===== config.mk =====
export PLATFORM = sky130hd
export DESIGN_NAME = fan_pwm_override_spinup
export DESIGN_NICKNAME = d
export VERILOG_FILES = /design/src/fan_pwm_pkg.sv /design/src/fan_pwm_override_spinup.sv /design/src/fan_spinup_timer.sv
export SDC_FILE = /design/constraint.sdc
export NUM_CORES = 1
export LEC_CHECK = 0
export BUFFER_PORTS_ARGS = -buffer_cell sky130_fd_sc_hd__buf_4
export CORE_MARGIN = 4
export CORE_UTILIZATION = 64
export CTS_CLUSTER_DIAMETER = 120
export DETAILED_ROUTE_END_ITERATION = 6
export PLACE_DENSITY = 0.94
export SYNTH_ARGS = -nofsm -noshare
export SYNTH_HDL_FRONTEND = slang
export SYNTH_HIERARCHICAL = 1
export SYNTH_SLANG_ARGS = --single-unit

===== constraint.sdc =====
create_clock -name mclk -period 5 [get_ports mclk]
set_input_delay 0.75 -clock mclk [delete_from_list [all_inputs] [get_ports mclk]]
set_output_delay 0.75 -clock mclk [all_outputs]
set_load 0.02 [all_outputs]

===== src/fan_pwm_pkg.sv =====
// constants, register map and spin-up timing for the first fan output
// Behaviour
// - override set: output uses manual duty code when it exceeds automatic request
// - flip clear: full duty holds output high; flip set: holds it low
// - bound cpu hot event sets the hot lock flag only while lock enabled
// - while hot lock flag set, output stays at full duty
// - hot lock flag clears only by writing zero; then normal control resumes
// - configuration write lock never blocks writes to the hot lock flag
// - manual duty code is bits 7:4, sixteen duty values under override
// - manual duty code reads zero while a spin-up kick runs
// - kick duty code is bits 3:0; zero disables spin-up
// - duty going zero to nonzero starts a kick of programmed duration
// - duration code msb is bit 4, low three bits are bits 7:5
// - duration 0 off; 100,250,400,700 ms,1,2,4 s; then 6 to 20 s
// - several sources active: the largest requested duty is applied; during a kick the code applies the kick duty even when it is smaller
package fan_pwm_pkg;
    localparam int CLK_HZ = 40_000_000;
    localparam int MS_PER_S = 1000;
    // cycles of mclk in one millisecond tick
    localparam int MS_CYCLES = CLK_HZ / MS_PER_S;

    localparam logic [7:0] ADDR_OVERRIDE_LOCK = 8'hc9;
    localparam logic [7:0] ADDR_SPINUP_SETUP = 8'hca;
    localparam logic [7:0] OVERRIDE_LOCK_RESET = 8'h00;
    localparam logic [7:0] SPINUP_SETUP_RESET = 8'h00;
    localparam logic [7:0] UNMAPPED_READ = 8'h00;

    // override and lock register fields
    localparam int BIT_OVERRIDE = 0;
    localparam int BIT_FLIP = 1;
    localparam int BIT_LOCK_EN = 2;
    localparam int BIT_LOCK_FLAG = 3;
    localparam int MANUAL_LSB = 4;
    // spin-up setup register fields
    localparam int KICK_DUTY_LSB = 0;
    localparam int DUR_MSB_BIT = 4;
    localparam int DUR_LOW_LSB = 5;

    localparam logic [3:0] DUTY_ZERO = 4'h0;
    localparam logic [3:0] DUTY_FULL = 4'hf;
    // pwm frame: codes 0..15 map onto 15 slots, so 15 means always on
    localparam logic [3:0] FRAME_LAST = 4'he;

    // kick durations in milliseconds, index is the 4-bit duration code
    localparam logic [14:0] KICK_MS [16] = '{
        15'h0000, 15'h0064, 15'h00fa, 15'h0190,
        15'h02bc, 15'h03e8, 15'h07d0, 15'h0fa0,
        15'h1770, 15'h1f40, 15'h2710, 15'h2ee0,
        15'h36b0, 15'h3e80, 15'h4650, 15'h4e20
    };
endpackage


===== src/fan_pwm_override_spinup.sv =====
// first fan output: override, polarity, hot lock and spin-up kick
`timescale 1ns/1ps
`default_nettype none
module fan_pwm_override_spinup
    import fan_pwm_pkg::*;
#(
    parameter int MS_TICK = MS_CYCLES
) (
    // clock and reset
    input wire logic mclk,
    input wire logic nrst,
    // register port from the serial interface
    input wire logic [7:0] reg_addr,
    input wire logic reg_wr,
    input wire logic reg_rd,
    input wire logic [7:0] reg_wdata,
    output logic [7:0] reg_rdata,
    // device-wide configuration lock
    input wire logic cfg_lock,
    // other bound sources
    input wire logic [3:0] auto_duty_code,
    input wire logic cpu_hot_event,
    // fan drive
    output logic fan_output_one,
    output logic kick_active
);
    logic override_enable;
    logic polarity_flip;
    logic hot_lock_enable;
    logic hot_lock_flag;
    logic [3:0] manual_duty_code;
    logic [3:0] kick_duty_code;
    logic [3:0] kick_duration_code;
    logic [3:0] base_duty;
    logic [3:0] applied_duty;
    logic [3:0] frame_count;
    logic base_was_zero;
    logic kick_start;
    logic timer_busy;
    logic wr_ctl;
    logic wr_spin;

    assign wr_ctl = reg_wr && reg_addr == ADDR_OVERRIDE_LOCK;
    assign wr_spin = reg_wr && reg_addr == ADDR_SPINUP_SETUP;

    ////////////////////////////////////////////////////////////////////////
    // configuration fields; the write lock freezes them but not the flag
    always_ff @(posedge mclk) begin
        if (!nrst) begin
            override_enable <= OVERRIDE_LOCK_RESET[BIT_OVERRIDE];
            polarity_flip <= OVERRIDE_LOCK_RESET[BIT_FLIP];
            hot_lock_enable <= OVERRIDE_LOCK_RESET[BIT_LOCK_EN];
            manual_duty_code <= OVERRIDE_LOCK_RESET[MANUAL_LSB +: 4];
        end else if (wr_ctl && !cfg_lock) begin
            override_enable <= reg_wdata[BIT_OVERRIDE];
            polarity_flip <= reg_wdata[BIT_FLIP];
            hot_lock_enable <= reg_wdata[BIT_LOCK_EN];
            manual_duty_code <= reg_wdata[MANUAL_LSB +: 4];
        end
    end

    always_ff @(posedge mclk) begin
        if (!nrst) begin
            kick_duty_code <= SPINUP_SETUP_RESET[KICK_DUTY_LSB +: 4];
            kick_duration_code <= {SPINUP_SETUP_RESET[DUR_MSB_BIT],
                SPINUP_SETUP_RESET[DUR_LOW_LSB +: 3]};
        end else if (wr_spin && !cfg_lock) begin
            kick_duty_code <= reg_wdata[KICK_DUTY_LSB +: 4];
            kick_duration_code <= {reg_wdata[DUR_MSB_BIT],
                reg_wdata[DUR_LOW_LSB +: 3]};
        end
    end

    ////////////////////////////////////////////////////////////////////////
    // hot lock: a new event in the clearing cycle keeps the flag set
    always_ff @(posedge mclk) begin
        if (!nrst) begin
            hot_lock_flag <= OVERRIDE_LOCK_RESET[BIT_LOCK_FLAG];
        end else if (hot_lock_enable && cpu_hot_event) begin
            hot_lock_flag <= 1'b1;
        end else if (wr_ctl && !reg_wdata[BIT_LOCK_FLAG]) begin
            hot_lock_flag <= 1'b0;
        end
    end

    ////////////////////////////////////////////////////////////////////////
    // arbitration: largest request wins, kick on top, lock forces full over both
    always_comb begin
        base_duty = auto_duty_code;
        if (override_enable && manual_duty_code > auto_duty_code) begin
            base_duty = manual_duty_code;
        end
        if (hot_lock_flag) begin
            base_duty = DUTY_FULL;
        end
    end

    // a zero kick duty or zero span never starts the timer
    assign kick_start = base_was_zero && base_duty != DUTY_ZERO
        && kick_duty_code != DUTY_ZERO
        && kick_duration_code != DUTY_ZERO;

    always_ff @(posedge mclk) begin
        if (!nrst) begin
            base_was_zero <= 1'b1;
        end else begin
            base_was_zero <= (base_duty == DUTY_ZERO);
        end
    end

    fan_spinup_timer #(
        .MS_TICK(MS_TICK)
    ) u_timer (
        .mclk(mclk),
        .nrst(nrst),
        .start(kick_start),
        .dur_code(kick_duration_code),
        .busy(timer_busy)
    );

    // kick ends with the timer or when the kick duty is rewritten to zero, and is held off while the hot lock flag is set
    assign kick_active = timer_busy && kick_duty_code != DUTY_ZERO
        && !hot_lock_flag;
    assign applied_duty = kick_active ? kick_duty_code : base_duty;

    ////////////////////////////////////////////////////////////////////////
    // pwm frame of 15 slots; frequency selection lives elsewhere
    always_ff @(posedge mclk) begin
        if (!nrst) begin
            frame_count <= '0;
        end else if (frame_count == FRAME_LAST) begin
            frame_count <= '0;
        end else begin
            frame_count <= frame_count + 4'd1;
        end
    end

    always_ff @(posedge mclk) begin
        if (!nrst) begin
            fan_output_one <= 1'b0;
        end else begin
            fan_output_one <= (frame_count < applied_duty)
                ^ polarity_flip;
        end
    end

    ////////////////////////////////////////////////////////////////////////
    // read data is registered; the duty field shows the applied duty, or zero during a kick
    always_ff @(posedge mclk) begin
        if (!nrst) begin
            reg_rdata <= UNMAPPED_READ;
        end else if (reg_rd) begin
            if (reg_addr == ADDR_OVERRIDE_LOCK) begin
                reg_rdata <= {kick_active ? DUTY_ZERO : applied_duty,
                    hot_lock_flag, hot_lock_enable, polarity_flip,
                    override_enable};
            end else if (reg_addr == ADDR_SPINUP_SETUP) begin
                reg_rdata <= {kick_duration_code[2:0],
                    kick_duration_code[3], kick_duty_code};
            end else begin
                reg_rdata <= UNMAPPED_READ;
            end
        end
    end

    ////////////////////////////////////////////////////////////////////////
    a_override_duty: assert property (
        @(posedge mclk) disable iff (!nrst)
        override_enable && !hot_lock_flag && !kick_active
        && manual_duty_code >= auto_duty_code
        |-> applied_duty == manual_duty_code)
        else $error("override duty not applied");
    a_max_source: assert property (
        @(posedge mclk) disable iff (!nrst)
        !kick_active |-> applied_duty >= auto_duty_code)
        else $error("applied duty below automatic request");
    a_full_high: assert property (
        @(posedge mclk) disable iff (!nrst)
        applied_duty == DUTY_FULL && !polarity_flip |=> fan_output_one)
        else $error("full duty not continuously high");
    a_full_low: assert property (
        @(posedge mclk) disable iff (!nrst)
        applied_duty == DUTY_FULL && polarity_flip |=> !fan_output_one)
        else $error("inverted full duty not continuously low");
    a_lock_sets: assert property (
        @(posedge mclk) disable iff (!nrst)
        hot_lock_enable && cpu_hot_event |=> hot_lock_flag)
        else $error("hot event did not set lock flag");
    a_lock_cause: assert property (
        @(posedge mclk) disable iff (!nrst)
        $rose(hot_lock_flag) |-> $past(hot_lock_enable && cpu_hot_event))
        else $error("lock flag set without enabled hot event");
    a_lock_holds: assert property (
        @(posedge mclk) disable iff (!nrst)
        hot_lock_flag |-> applied_duty == DUTY_FULL)
        else $error("lock flag set but duty not full");
    a_lock_clear: assert property (
        @(posedge mclk) disable iff (!nrst)
        $fell(hot_lock_flag) |-> $past(wr_ctl)
        && !$past(reg_wdata[BIT_LOCK_FLAG]))
        else $error("lock flag cleared without a zero write");
    a_clear_unlocked: assert property (
        @(posedge mclk) disable iff (!nrst)
        hot_lock_flag && wr_ctl && !reg_wdata[BIT_LOCK_FLAG] && cfg_lock
        && !(hot_lock_enable && cpu_hot_event) |=> !hot_lock_flag)
        else $error("config lock blocked flag clear");
    a_kick_read: assert property (
        @(posedge mclk) disable iff (!nrst)
        reg_rd && reg_addr == ADDR_OVERRIDE_LOCK && kick_active
        |=> reg_rdata[7:4] == DUTY_ZERO)
        else $error("duty field not zero during kick");
    a_kick_start: assert property (
        @(posedge mclk) disable iff (!nrst)
        kick_start && !hot_lock_flag
        && !(hot_lock_enable && cpu_hot_event)
        && !(wr_spin && reg_wdata[3:0] == DUTY_ZERO)
        |=> kick_active ##0 applied_duty == kick_duty_code)
        else $error("zero to nonzero duty did not start kick");
    a_kick_off: assert property (
        @(posedge mclk) disable iff (!nrst)
        kick_duty_code == DUTY_ZERO |-> !kick_active)
        else $error("kick active with zero kick duty");
endmodule // fan_pwm_override_spinup
`default_nettype wire


===== src/fan_spinup_timer.sv =====
// millisecond timer that holds the spin-up kick for its programmed span
`timescale 1ns/1ps
`default_nettype none
module fan_spinup_timer
    import fan_pwm_pkg::*;
#(
    parameter int MS_TICK = MS_CYCLES
) (
    // clock and reset
    input wire logic mclk,
    input wire logic nrst,
    // control
    input wire logic start,
    input wire logic [3:0] dur_code,
    // status
    output logic busy
);
    logic [15:0] sub_count;
    logic [14:0] ms_left;

    ////////////////////////////////////////////////////////////////////////
    // a restart reloads both counters, so back-to-back starts extend
    always_ff @(posedge mclk) begin
        if (!nrst) begin
            sub_count <= '0;
            ms_left <= '0;
        end else if (start) begin
            sub_count <= 16'(MS_TICK - 1);
            ms_left <= KICK_MS[dur_code];
        end else if (ms_left != '0) begin
            if (sub_count == '0) begin
                sub_count <= 16'(MS_TICK - 1);
                ms_left <= ms_left - 15'd1;
            end else begin
                sub_count <= sub_count - 16'd1;
            end
        end
    end

    assign busy = (ms_left != '0);

    a_tick_reload: assert property (
        @(posedge mclk) disable iff (!nrst)
        busy && sub_count == '0 |=> sub_count == 16'(MS_TICK - 1))
        else $error("millisecond tick did not reload");
    a_start_load: assert property (
        @(posedge mclk) disable iff (!nrst)
        start |=> ms_left == KICK_MS[$past(dur_code)])
        else $error("kick span not loaded from duration code");
endmodule // fan_spinup_timer
`default_nettype wire


* Word-level counts from Yosys, hierarchy flattened
Memory sizes are Yosys's and may differ from the RTL's.
Index checks and enable logic that the tools add are counted.
** Storage, ports and cells
- RAM bits :: 0
- Bits in read-only memories :: 240
- Output and inout bits :: 10
- Input port bits :: 26
- Bits in latches :: 0
- Memories :: 1
- Logic and storage cells :: 70
- Register bits :: 61
** Cells by class
- $lt $le $gt $ge :: 3
- Shifts and indexed selects :: 0
- Reduce and logical (&&, ||, !) cells :: 27
- Muxes and demuxes :: 16
- Bitwise operators :: 3
- Equality and inequality tests :: 3
- Div/mod/pow operators :: 0
- Multipliers :: 0
- Add/subtract/negate cells :: 3
** Memories
- (no name shown) :: words 16, width 15, read ports 1, clocked after memory_dff 0, wr ports 0, line fan_spinup_timer.sv:29 : ms_left <= KICK_MS[dur_code];
** Operators by type and width (count)
- $mux 15 :: 5
- $mux 16 :: 3
- $eq 8x8->1 const B :: 2
- $logic_not 16->1 :: 1
- $mux 4 :: 4
- $mux 8 :: 2
- $sub 16x1->16 const B :: 1
- $reduce_bool 15->1 :: 1
- $sub 15x1->15 const B :: 1
- $logic_and 1x1->1 :: 12
- $reduce_bool 4->1 :: 3
- $reduce_bool 2->1 :: 3
- $ge 5x5->1 const B :: 1
- $not 4->5 :: 1
- $add 4x1->4 const B :: 1
- $eq 4x4->1 const B :: 1
- $gt 4x4->1 :: 1
- $logic_not 4->1 :: 1
- $lt 4x4->1 :: 1
- $reduce_or 2->1 :: 2
- $logic_not 1->1 :: 3
- $mux 1 :: 2
- $reduce_and 2->1 :: 1
- $not 1->1 :: 1
- $xor 1x1->1 :: 1

* Depth between registers and ports, before layout
Gate-level depths: netlist of the first run.
- Depth after elaboration :: 10
- Mapped depth :: 14
- Mapped depth without buffers :: 13

* Hierarchy
Netlist of the first run, hierarchy kept.
** Modules (own cells, without submodules)
- fan_spinup_timer :: times used 1, cells each 246, sequential area each 620.6 um2, area each 1993.2 um2
- fan_pwm_override_spinup :: times used 1, cells each 198, sequential area each 600.6 um2, area each 1760.4 um2

* Worst setup path before layout of the first run
OpenSTA, ideal clock, no wires.
- Path kind :: in2reg
- From :: input port auto_duty_code[1]
- To :: register fan_output_one
- Library setup time :: 0.127 ns
- Data arrival time :: 3.120 ns
- Slack :: 1.753 ns
- Cell stages on the path :: 13
- Path buffers :: 1
- Data required time :: 4.873 ns
- Path through :: inv_1 -> ha_1 -> nor2b_1 -> o211ai_1 -> a21o_2 -> buf_6 -> mux2i_1 -> a21o_1 -> ha_1 -> a2111oi_0 -> o31ai_1 -> a41oi_1 -> nand3_1
** Between the ends
- Word-level cells in the longest chain between the ends :: 7
** RTL lines
- from (decl) :: line fan_pwm_override_spinup.sv:21 : input wire logic [3:0] auto_duty_code,
- $gt 4x4->1 :: line fan_pwm_override_spinup.sv:90 : if (override_enable && manual_duty_code > auto_duty_code) begin
- $logic_and 1x1->1 :: line fan_pwm_override_spinup.sv:90
- $mux 4 (*) :: line fan_pwm_override_spinup.sv:90
- $mux 4 (*) :: line fan_pwm_override_spinup.sv:93 : if (hot_lock_flag) begin
- $mux 4 (*) :: line fan_pwm_override_spinup.sv:124 : assign applied_duty = kick_active ? kick_duty_code : base_duty;
- $lt 4x4->1 (*) :: line fan_pwm_override_spinup.sv:142 : fan_output_one <= (frame_count < applied_duty)
- $xor 1x1->1 (*) :: line fan_pwm_override_spinup.sv:143 : ^ polarity_flip;
- to (signal assigned) :: line fan_pwm_override_spinup.sv:142
- to (decl) :: line fan_pwm_override_spinup.sv:24 : output logic fan_output_one,
Mark *: on every way between the ends. The rest lies on a longest branch, timed or not.
A chain may end at the register's enable or synchronous reset.

* Final worst setup path of the first run
- From :: input port auto_duty_code[1]
- To :: register u_timer.sub_count[15]
** Between the ends
- Word-level cells in the longest chain between the ends :: 9
- Elaborated cells on any way between the ends :: 10
- Those cells by class :: order compare: 1; mux: 3; reduce/logical: 6
** RTL lines
- $gt 4x4->1 :: line fan_pwm_override_spinup.sv:90
- $logic_and 1x1->1 :: line fan_pwm_override_spinup.sv:90
- $mux 4 (*) :: line fan_pwm_override_spinup.sv:90
- $mux 4 (*) :: line fan_pwm_override_spinup.sv:93
- $reduce_bool 4->1 (*) :: line fan_pwm_override_spinup.sv:99 : assign kick_start = base_was_zero && base_duty != DUTY_ZERO
- $logic_and 1x1->1 (*) :: line fan_pwm_override_spinup.sv:99
- $logic_and 1x1->1 (*) :: line fan_pwm_override_spinup.sv:100 : && kick_duty_code != DUTY_ZERO
- $logic_and 1x1->1 (*) :: line fan_pwm_override_spinup.sv:101 : && kick_duration_code != DUTY_ZERO;
- net kick_start :: line fan_pwm_override_spinup.sv:38 : logic kick_start;
- $mux 16 / $reduce_bool 2->1 (equally long branches)
- to (signal assigned) :: line fan_spinup_timer.sv:28 : sub_count <= 16'(MS_TICK - 1);
- to (signal assigned) :: line fan_spinup_timer.sv:32 : sub_count <= 16'(MS_TICK - 1);
- to (signal assigned) :: line fan_spinup_timer.sv:35 : sub_count <= sub_count - 16'd1;
- to (decl) :: line fan_spinup_timer.sv:18 : logic [15:0] sub_count;
Mark *: on every way through the listed nets, which the timed path passes. The rest lies on a longest branch.

==> results of run 1 <==
## flip-flops by register name, indices dropped and copies added (netlist names), 4 cells and up
name	flops
u_timer/sub_count	16
u_timer/ms_left	15
reg_rdata	8
frame_count	4
kick_duration_code	4
kick_duty_code	4
manual_duty_code	4
## placed cells by master, fill, tap and decap left out, drive strengths merged, types with 8 or more instances in the layout
cell / count
buf: 36
inv: 20
dfxtp: 61
nand3: 8
o211ai: 8
nor2: 35
o21ai: 31
nor3: 14
nor2b: 24
nand4: 8
a21oi: 30
nor4: 10
nand2: 22
ha: 21
clkbuf: 14
mux2i: 22
## power groups by stage
stage	sequential, mW	clock, mW	combinational [mW]
after detailed placement	0.666	0	1.05
after global placement	0.659	0	1.01
after CTS	0.656	0.411	1.07
final	0.661	0.409	1.09
after floorplan	0.649	0	0.845
after global routing	0.670	0.433	1.21
## Yosys cell counts, types with 4 or more instances
master     count  share of area
nor2b_1       24          0.040
xnor2_1        7          0.016
clkbuf_1      18          0.018
nor4_1        10          0.017
nor3_1        12          0.016
or4_1          4         0.0080
o31ai_1        5          0.010
nand2b_1       4         0.0067
nor2_1        35          0.035
o211ai_1       8          0.016
mux2i_1       22          0.059
or2_2          4         0.0067
a21o_1         4         0.0080
inv_1         20          0.020
o21ai_0       30          0.040
nand3_1        8          0.011
a211oi_1       4         0.0080
o31a_1         4         0.0093
o21a_1         5          0.010
nand2_1       22          0.022
xor2_1         7          0.016
a2111oi_0      7          0.016
ha_1          21          0.070
dfxtp_1       61           0.33
a21oi_1       30          0.040
o2111ai_1      5          0.012
nand4_1        7          0.012
a22oi_1        5          0.010
a31oi_1        5         0.0083
or3_1          4         0.0067
## final timing paths
kind | from | end | slack, ns | cells past startpoint
worst max register to register | manual_duty_code[1] | u_timer/sub_count[15] | 1.49 | 9
worst min-delay path | u_timer/sub_count[14] | u_timer/sub_count[14] | 0.47 | 2
worst max-delay path | auto_duty_code[1] | u_timer/sub_count[15] | 1.35 | 11
worst min register to register | u_timer/sub_count[14] | u_timer/sub_count[14] | 0.47 | 2
## cell type report
cell class              instances  area (um2)  area share
flip-flops and latches         61        1220       0.291
inverters                      21        78.8      0.0188
well taps                      72        90.1      0.0215
clock inverters                 1        5.00     0.00119
multi-input cells             341        2360       0.562
repair buffers                 36         270      0.0644
clock buffers                  14         173      0.0412
## kinds of logic (layout without fill, tap and decap cells)
logic type	after synthesis	in the layout	synth area share
AO/OA/AOI/OAI	130	130	0.235
XOR/XNOR	14	14	0.0327
adder cells (fa/ha/maj)	21	21	0.0700
buffers and inverters	42	72	0.0470
flip-flops	61	61	0.325
multiplexers	22	22	0.0587
AND/OR/NAND/NOR	154	154	0.231
## per-layer routing
metal / up-vias / track usage / share of wire
met5: - / 0 / 0
met4: 0 / 0.137 / 0.033
met3: 39 / 0.0815 / 0.092
met2: 231 / 0.438 / 0.46
met1: 1676 / 0.347 / 0.41
li1: 1695 / - / -
## worst max-delay path: cells and delay by family
family,cells,cell delay [ns]
and+or+nand+nor,2,0.44
AOI/OAI and AO/OA,4,1.53
muxes,1,0.27
buffers and inverters,3,0.60
adders and majority gates,1,0.31
## per-stage QoR
| stage | hold slack, ns | cells | instance area [um2] | worst slack [ns] | util |
|---|---|---|---|---|---|
| final | 0.468 | 546 | 4190 | 1.35 | 0.748 |
| after global routing | 0.483 | 546 | 4190 | 1.10 | 0.748 |
| after CTS | 0.465 | 546 | 4190 | 1.42 | 0.748 |
| after floorplan | 0.439 | 444 | 3750 | 1.75 | - |
| after detailed placement | 0.455 | 531 | 4020 | 1.10 | 0.716 |
| after global placement | 0.447 | 531 | 4020 | 1.24 | 0.716 |
==> flow_metrics.env, run 1 <==
export IMPL_status="completed"
export IMPL_crit_required_ns=5.25
export IMPL_power_leakage_nw=1.72
export IMPL_detail_route_antenna_nets=0
export IMPL_dieWidth_um=84.6
export IMPL_power_switching_share=0.439
export IMPL_die_h_um=84.6
export IMPL_antenna_found_initial=0
export IMPL_cts_clk_slew_worst_paths_ns=0.06
export IMPL_clk_latency_ns=0.36
export IMPL_peakVddDrop_mv=0.343
export IMPL_num_nets_final=517
export IMPL_power_frac_clock=0.189
export IMPL_clockRootBuffer="clkbuf_8"
export IMPL_grt_pass1_vias=3445
export IMPL_core_um2=5610
export IMPL_combPwrFrac=0.506
export IMPL_drive_gt1_frac=0.141
export IMPL_dr_pass1_iters=5
export IMPL_rows=27
export IMPL_dpl_hpwl_um=6750
export IMPL_syn2layout_area_growth_pct=11.7
export IMPL_die_area_um2=7150
export IMPL_port_buffers=35
export IMPL_skew_ns=0.00702
export IMPL_drv_cap=0
export IMPL_path_class="in -> reg"
export IMPL_slew_headroom=0.443
export IMPL_viasPerCell=6.67
export IMPL_htreeDepth=3
export IMPL_finalCriticalPeriod_ns=3.65
export IMPL_critPathLaunchType="input pin"
export IMPL_clock_sinks=61
export IMPL_switchingPower_uw=950
export IMPL_cp_arrival_ns=3.91
export IMPL_routedWlPerCell_um=17.6
export IMPL_grt_usage=0.278
export IMPL_async_flop_share=0
export IMPL_fmax_mhz=274
export IMPL_total_power_mw=2.16
export IMPL_cpMostUsedCell="inv_1"
export IMPL_fin_crit_sh=0.731
export IMPL_cp_cell_sequence="buf_4 > inv_1 > ha_1 > nor2b_1 > o211ai_1 > a21o_2 > mux2i_1 > o21a_1 > inv_1 > and3_1 > a311oi_1"
export IMPL_critPathMaxStageDelay_ns=0.67
export IMPL_ys_ff_latch=61
export IMPL_cp_max_fo=24
export IMPL_grt_ovfl_total=0
export IMPL_syn_area_um2=3750
export IMPL_num_vias=3641
export IMPL_grt_pass1_wl_um=16200
export IMPL_grt_max_degree=43
export IMPL_drc=0
export IMPL_rsz0062_at_grt="no"
export IMPL_sequentialPowerShare=0.305
export IMPL_syn_inst=444
export IMPL_yosysWarnings=6
export IMPL_ys_types=61
export IMPL_setup_tns_ns=0
export IMPL_crit_slowest_cell="o21a_1"
export IMPL_cts_setup_buffers=0
export IMPL_cts_tree="built"
export IMPL_clk_path_buf_depth=2
export IMPL_tightest_slew_ns=0.832
export IMPL_hold_viol_final=0
export IMPL_synthFlopType="dfxtp_1"
export IMPL_p_int_mw=1.21
export IMPL_place_congestion=0.895
export IMPL_slew_viol_final=0
export IMPL_setup_violations=0
export IMPL_min_path_type="reg -> reg"
export IMPL_endpoint_kind="flop"
export IMPL_drt_total_wl_um=9600
export IMPL_cts_resized=0
export IMPL_numCtsBuffers=9
export IMPL_cts_hold_buf=0
export IMPL_start_util=0.669
export IMPL_fill_cells=377
export IMPL_syn_avg_cell_area_um2=8.45
export IMPL_power_density_nw_per_um2=516
export IMPL_synth_nets=491
export IMPL_antenna_cells=0
export IMPL_ios=36
export IMPL_synth_edf_count=0
export IMPL_drt_iter0_markers=453
export IMPL_yosysSeqAreaShare=0.325
No activity file was read; power rests on OpenSTA's default activity.
==> run 2, diff against run 1 <==
--- a/config.mk
+++ b/config.mk
@@ -7,10 +7,10 @@
 export LEC_CHECK = 0
 export BUFFER_PORTS_ARGS = -buffer_cell sky130_fd_sc_hd__buf_4
 export CORE_MARGIN = 4
-export CORE_UTILIZATION = 64
+export CORE_UTILIZATION = 60
 export CTS_CLUSTER_DIAMETER = 120
 export DETAILED_ROUTE_END_ITERATION = 6
-export PLACE_DENSITY = 0.94
+export PLACE_DENSITY = 0.9
 export SYNTH_ARGS = -nofsm -noshare
 export SYNTH_HDL_FRONTEND = slang
 export SYNTH_HIERARCHICAL = 1
==> constraint.sdc (replaced) <==
create_clock -name mclk -period 3.7 [get_ports mclk]
set_input_delay 0.555 -clock mclk [delete_from_list [all_inputs] [get_ports mclk]]
set_output_delay 0.555 -clock mclk [all_outputs]
set_load 0.02 [all_outputs]
==> run 2 against run 1 <==
- final cell count grew 1.5%
- hold slack gained 0.0043 ns
- utilization fell by 3.4 points
- clock power rose by 66%
- worst setup slack worse by 1.1 ns
- highest routed layer unchanged
==> flow_metrics.env, run 2 (synthesized netlist as in run 1, its figures left out) <==
export IMPL_p_int_mw=1.74
export IMPL_cp_arrival_ns=3.69
export IMPL_slew_headroom=0.454
export IMPL_start_util=0.627
export IMPL_fmax_mhz=289
export IMPL_sequentialPowerShare=0.292
export IMPL_final_common_cell="dfxtp_1"
export IMPL_htreeDepth=3
export IMPL_clock_sinks=61
export IMPL_fill_cells=466
export IMPL_total_power_mw=3.06
export IMPL_power_density_nw_per_um2=715
export IMPL_drive_gt1_frac=0.154
export IMPL_dr_pass1_iters=5
export IMPL_die_area_um2=7590
export IMPL_critPathLaunchType="flop"
export IMPL_drv_cap=0
export IMPL_antenna_found_initial=0
export IMPL_antenna_cells=0
export IMPL_grt_ovfl_total=0
export IMPL_power_leakage_nw=1.75
export IMPL_viasPerCell=6.48
export IMPL_power_frac_clock=0.222
export IMPL_status="completed"
export IMPL_slew_viol_final=0
export IMPL_clk_path_buf_depth=2
export IMPL_port_buffers=35
export IMPL_peakVddDrop_mv=0.498
export IMPL_crit_required_ns=3.92
export IMPL_drt_total_wl_um=9680
export IMPL_grt_pass1_wl_um=16100
export IMPL_dp_cells=538
export IMPL_syn2layout_area_growth_pct=13.9
export IMPL_crit_slowest_cell="or4_1"
export IMPL_numCtsBuffers=9
export IMPL_grt_pass1_vias=3335
export IMPL_num_nets_final=521
export IMPL_setup_tns_ns=0
export IMPL_min_path_type="in -> reg"
export IMPL_fin_crit_sh=0.937
export IMPL_regMostFlops="u_timer/sub_count"
export IMPL_tightest_slew_ns=0.811
export IMPL_clk_latency_ns=0.35
export IMPL_cts_hold_buf=0
export IMPL_switchingPower_mw=1.32
export IMPL_setup_violations=0
export IMPL_layout_common_cells="61 x dfxtp_1, 40 x buf_4, 35 x nor2_1"
export IMPL_cp_max_fo=8
export IMPL_cp_cell_sequence="or4_1 > nor3_2 > nand2_1 > o41ai_4 > and2b_2 > a21o_1 > ha_1 > a2111oi_0 > o31ai_1 > a41oi_1 > nand3_1"
export IMPL_num_vias=3591
export IMPL_cts_resized=0
export IMPL_finalCriticalPeriod_ns=3.47
export IMPL_cts_tree="built"
export IMPL_hold_viol_final=0
export IMPL_endpoint_kind="flop"
export IMPL_critPathMaxStageDelay_ns=0.62
export IMPL_largest_reg_flops=16
export IMPL_rows=28
export IMPL_combPwrFrac=0.486
export IMPL_drc=0
export IMPL_ios=36
export IMPL_path_class="reg -> reg"
export IMPL_top_regs="u_timer/sub_count (16), u_timer/ms_left (15), reg_rdata (8)"
export IMPL_skew_ns=0.00699
export IMPL_dpl_hpwl_um=6620
export IMPL_die_h_um=87.1
export IMPL_routedWlPerCell_um=17.5
export IMPL_place_congestion=0.870
export IMPL_dieWidth_um=87.1
export IMPL_detail_route_antenna_nets=0
export IMPL_clockRootBuffer="clkbuf_8"
export IMPL_power_switching_share=0.431
export IMPL_cts_setup_buffers=0
export IMPL_grt_usage=0.267
export IMPL_drt_iter0_markers=298
export IMPL_cts_clk_slew_worst_paths_ns=0.08
export IMPL_grt_max_degree=43
export IMPL_core_um2=5990
export IMPL_fin_cells=554
export IMPL_rsz0062_at_grt="no"
export IMPL_fin_util=0.713
[run 2: cell types whose count changed in the layout (fill, tap and decap cells not counted), sizes merged]
cell,change
clkbuf,-5
clkinvlp,+3
clkinv,+1
buf,+4
bufinv,+2
[run 2: area by class of cell]
class / instances / area (um2) / area share
clock inverters: 7 / 100 / 0.0234
multi-input cells: 341 / 2360 / 0.551
clock buffers: 9 / 124 / 0.0290
repair buffers: 40 / 300 / 0.0703
well taps: 75 / 93.8 / 0.0220
inverters: 21 / 78.8 / 0.0184
flip-flops and latches: 61 / 1220 / 0.286
[run 2: worst paths after layout]
check | startpoint | end | slack (ns) | cells past startpoint
max | u_timer/ms_left[4] | fan_output_one | 0.23 | 11
min | reg_wdata[1] | kick_duty_code[1] | 0.47 | 3
max reg2reg | u_timer/ms_left[4] | fan_output_one | 0.23 | 11
min reg2reg | u_timer/sub_count[9] | u_timer/sub_count[9] | 0.50 | 2
[run 2: layer usage]
metal / track usage / routed length [um]
met1: 0.346 / 4190
met2: 0.422 / 4520
met3: 0.0823 / 718
met4: 0.0948 / 242
met5: 0 / 0
[run 2: critical path: cells and delay by family (launching register included)]
kind,cells,cell delay [ns]
AO/OA/AOI/OAI,5,1.26
adder cells (fa/ha/maj),1,0.22
flip-flops,1,0.36
AND/OR/NAND/NOR,5,1.49
[run 2: power groups by stage]
stage | sequential (mW) | clock (mW) | combinational, mW
floorplan | 0.877 | 0 | 1.14
global placement | 0.889 | 0 | 1.39
detailed placement | 0.902 | 0 | 1.43
CTS | 0.888 | 0.686 | 1.45
global route | 0.907 | 0.718 | 1.64
finish | 0.893 | 0.677 | 1.49
[run 2: stage by stage]
step / worst slack, ns / area [um2] / hold WS [ns]
floorplan: 0.529 / 3750 / 0.439
detailed placement: 0.328 / 4050 / 0.469
global route: 0.0954 / 4270 / 0.476
global placement: 0.431 / 4050 / 0.450
CTS: 0.318 / 4270 / 0.459
finish: 0.234 / 4270 / 0.472
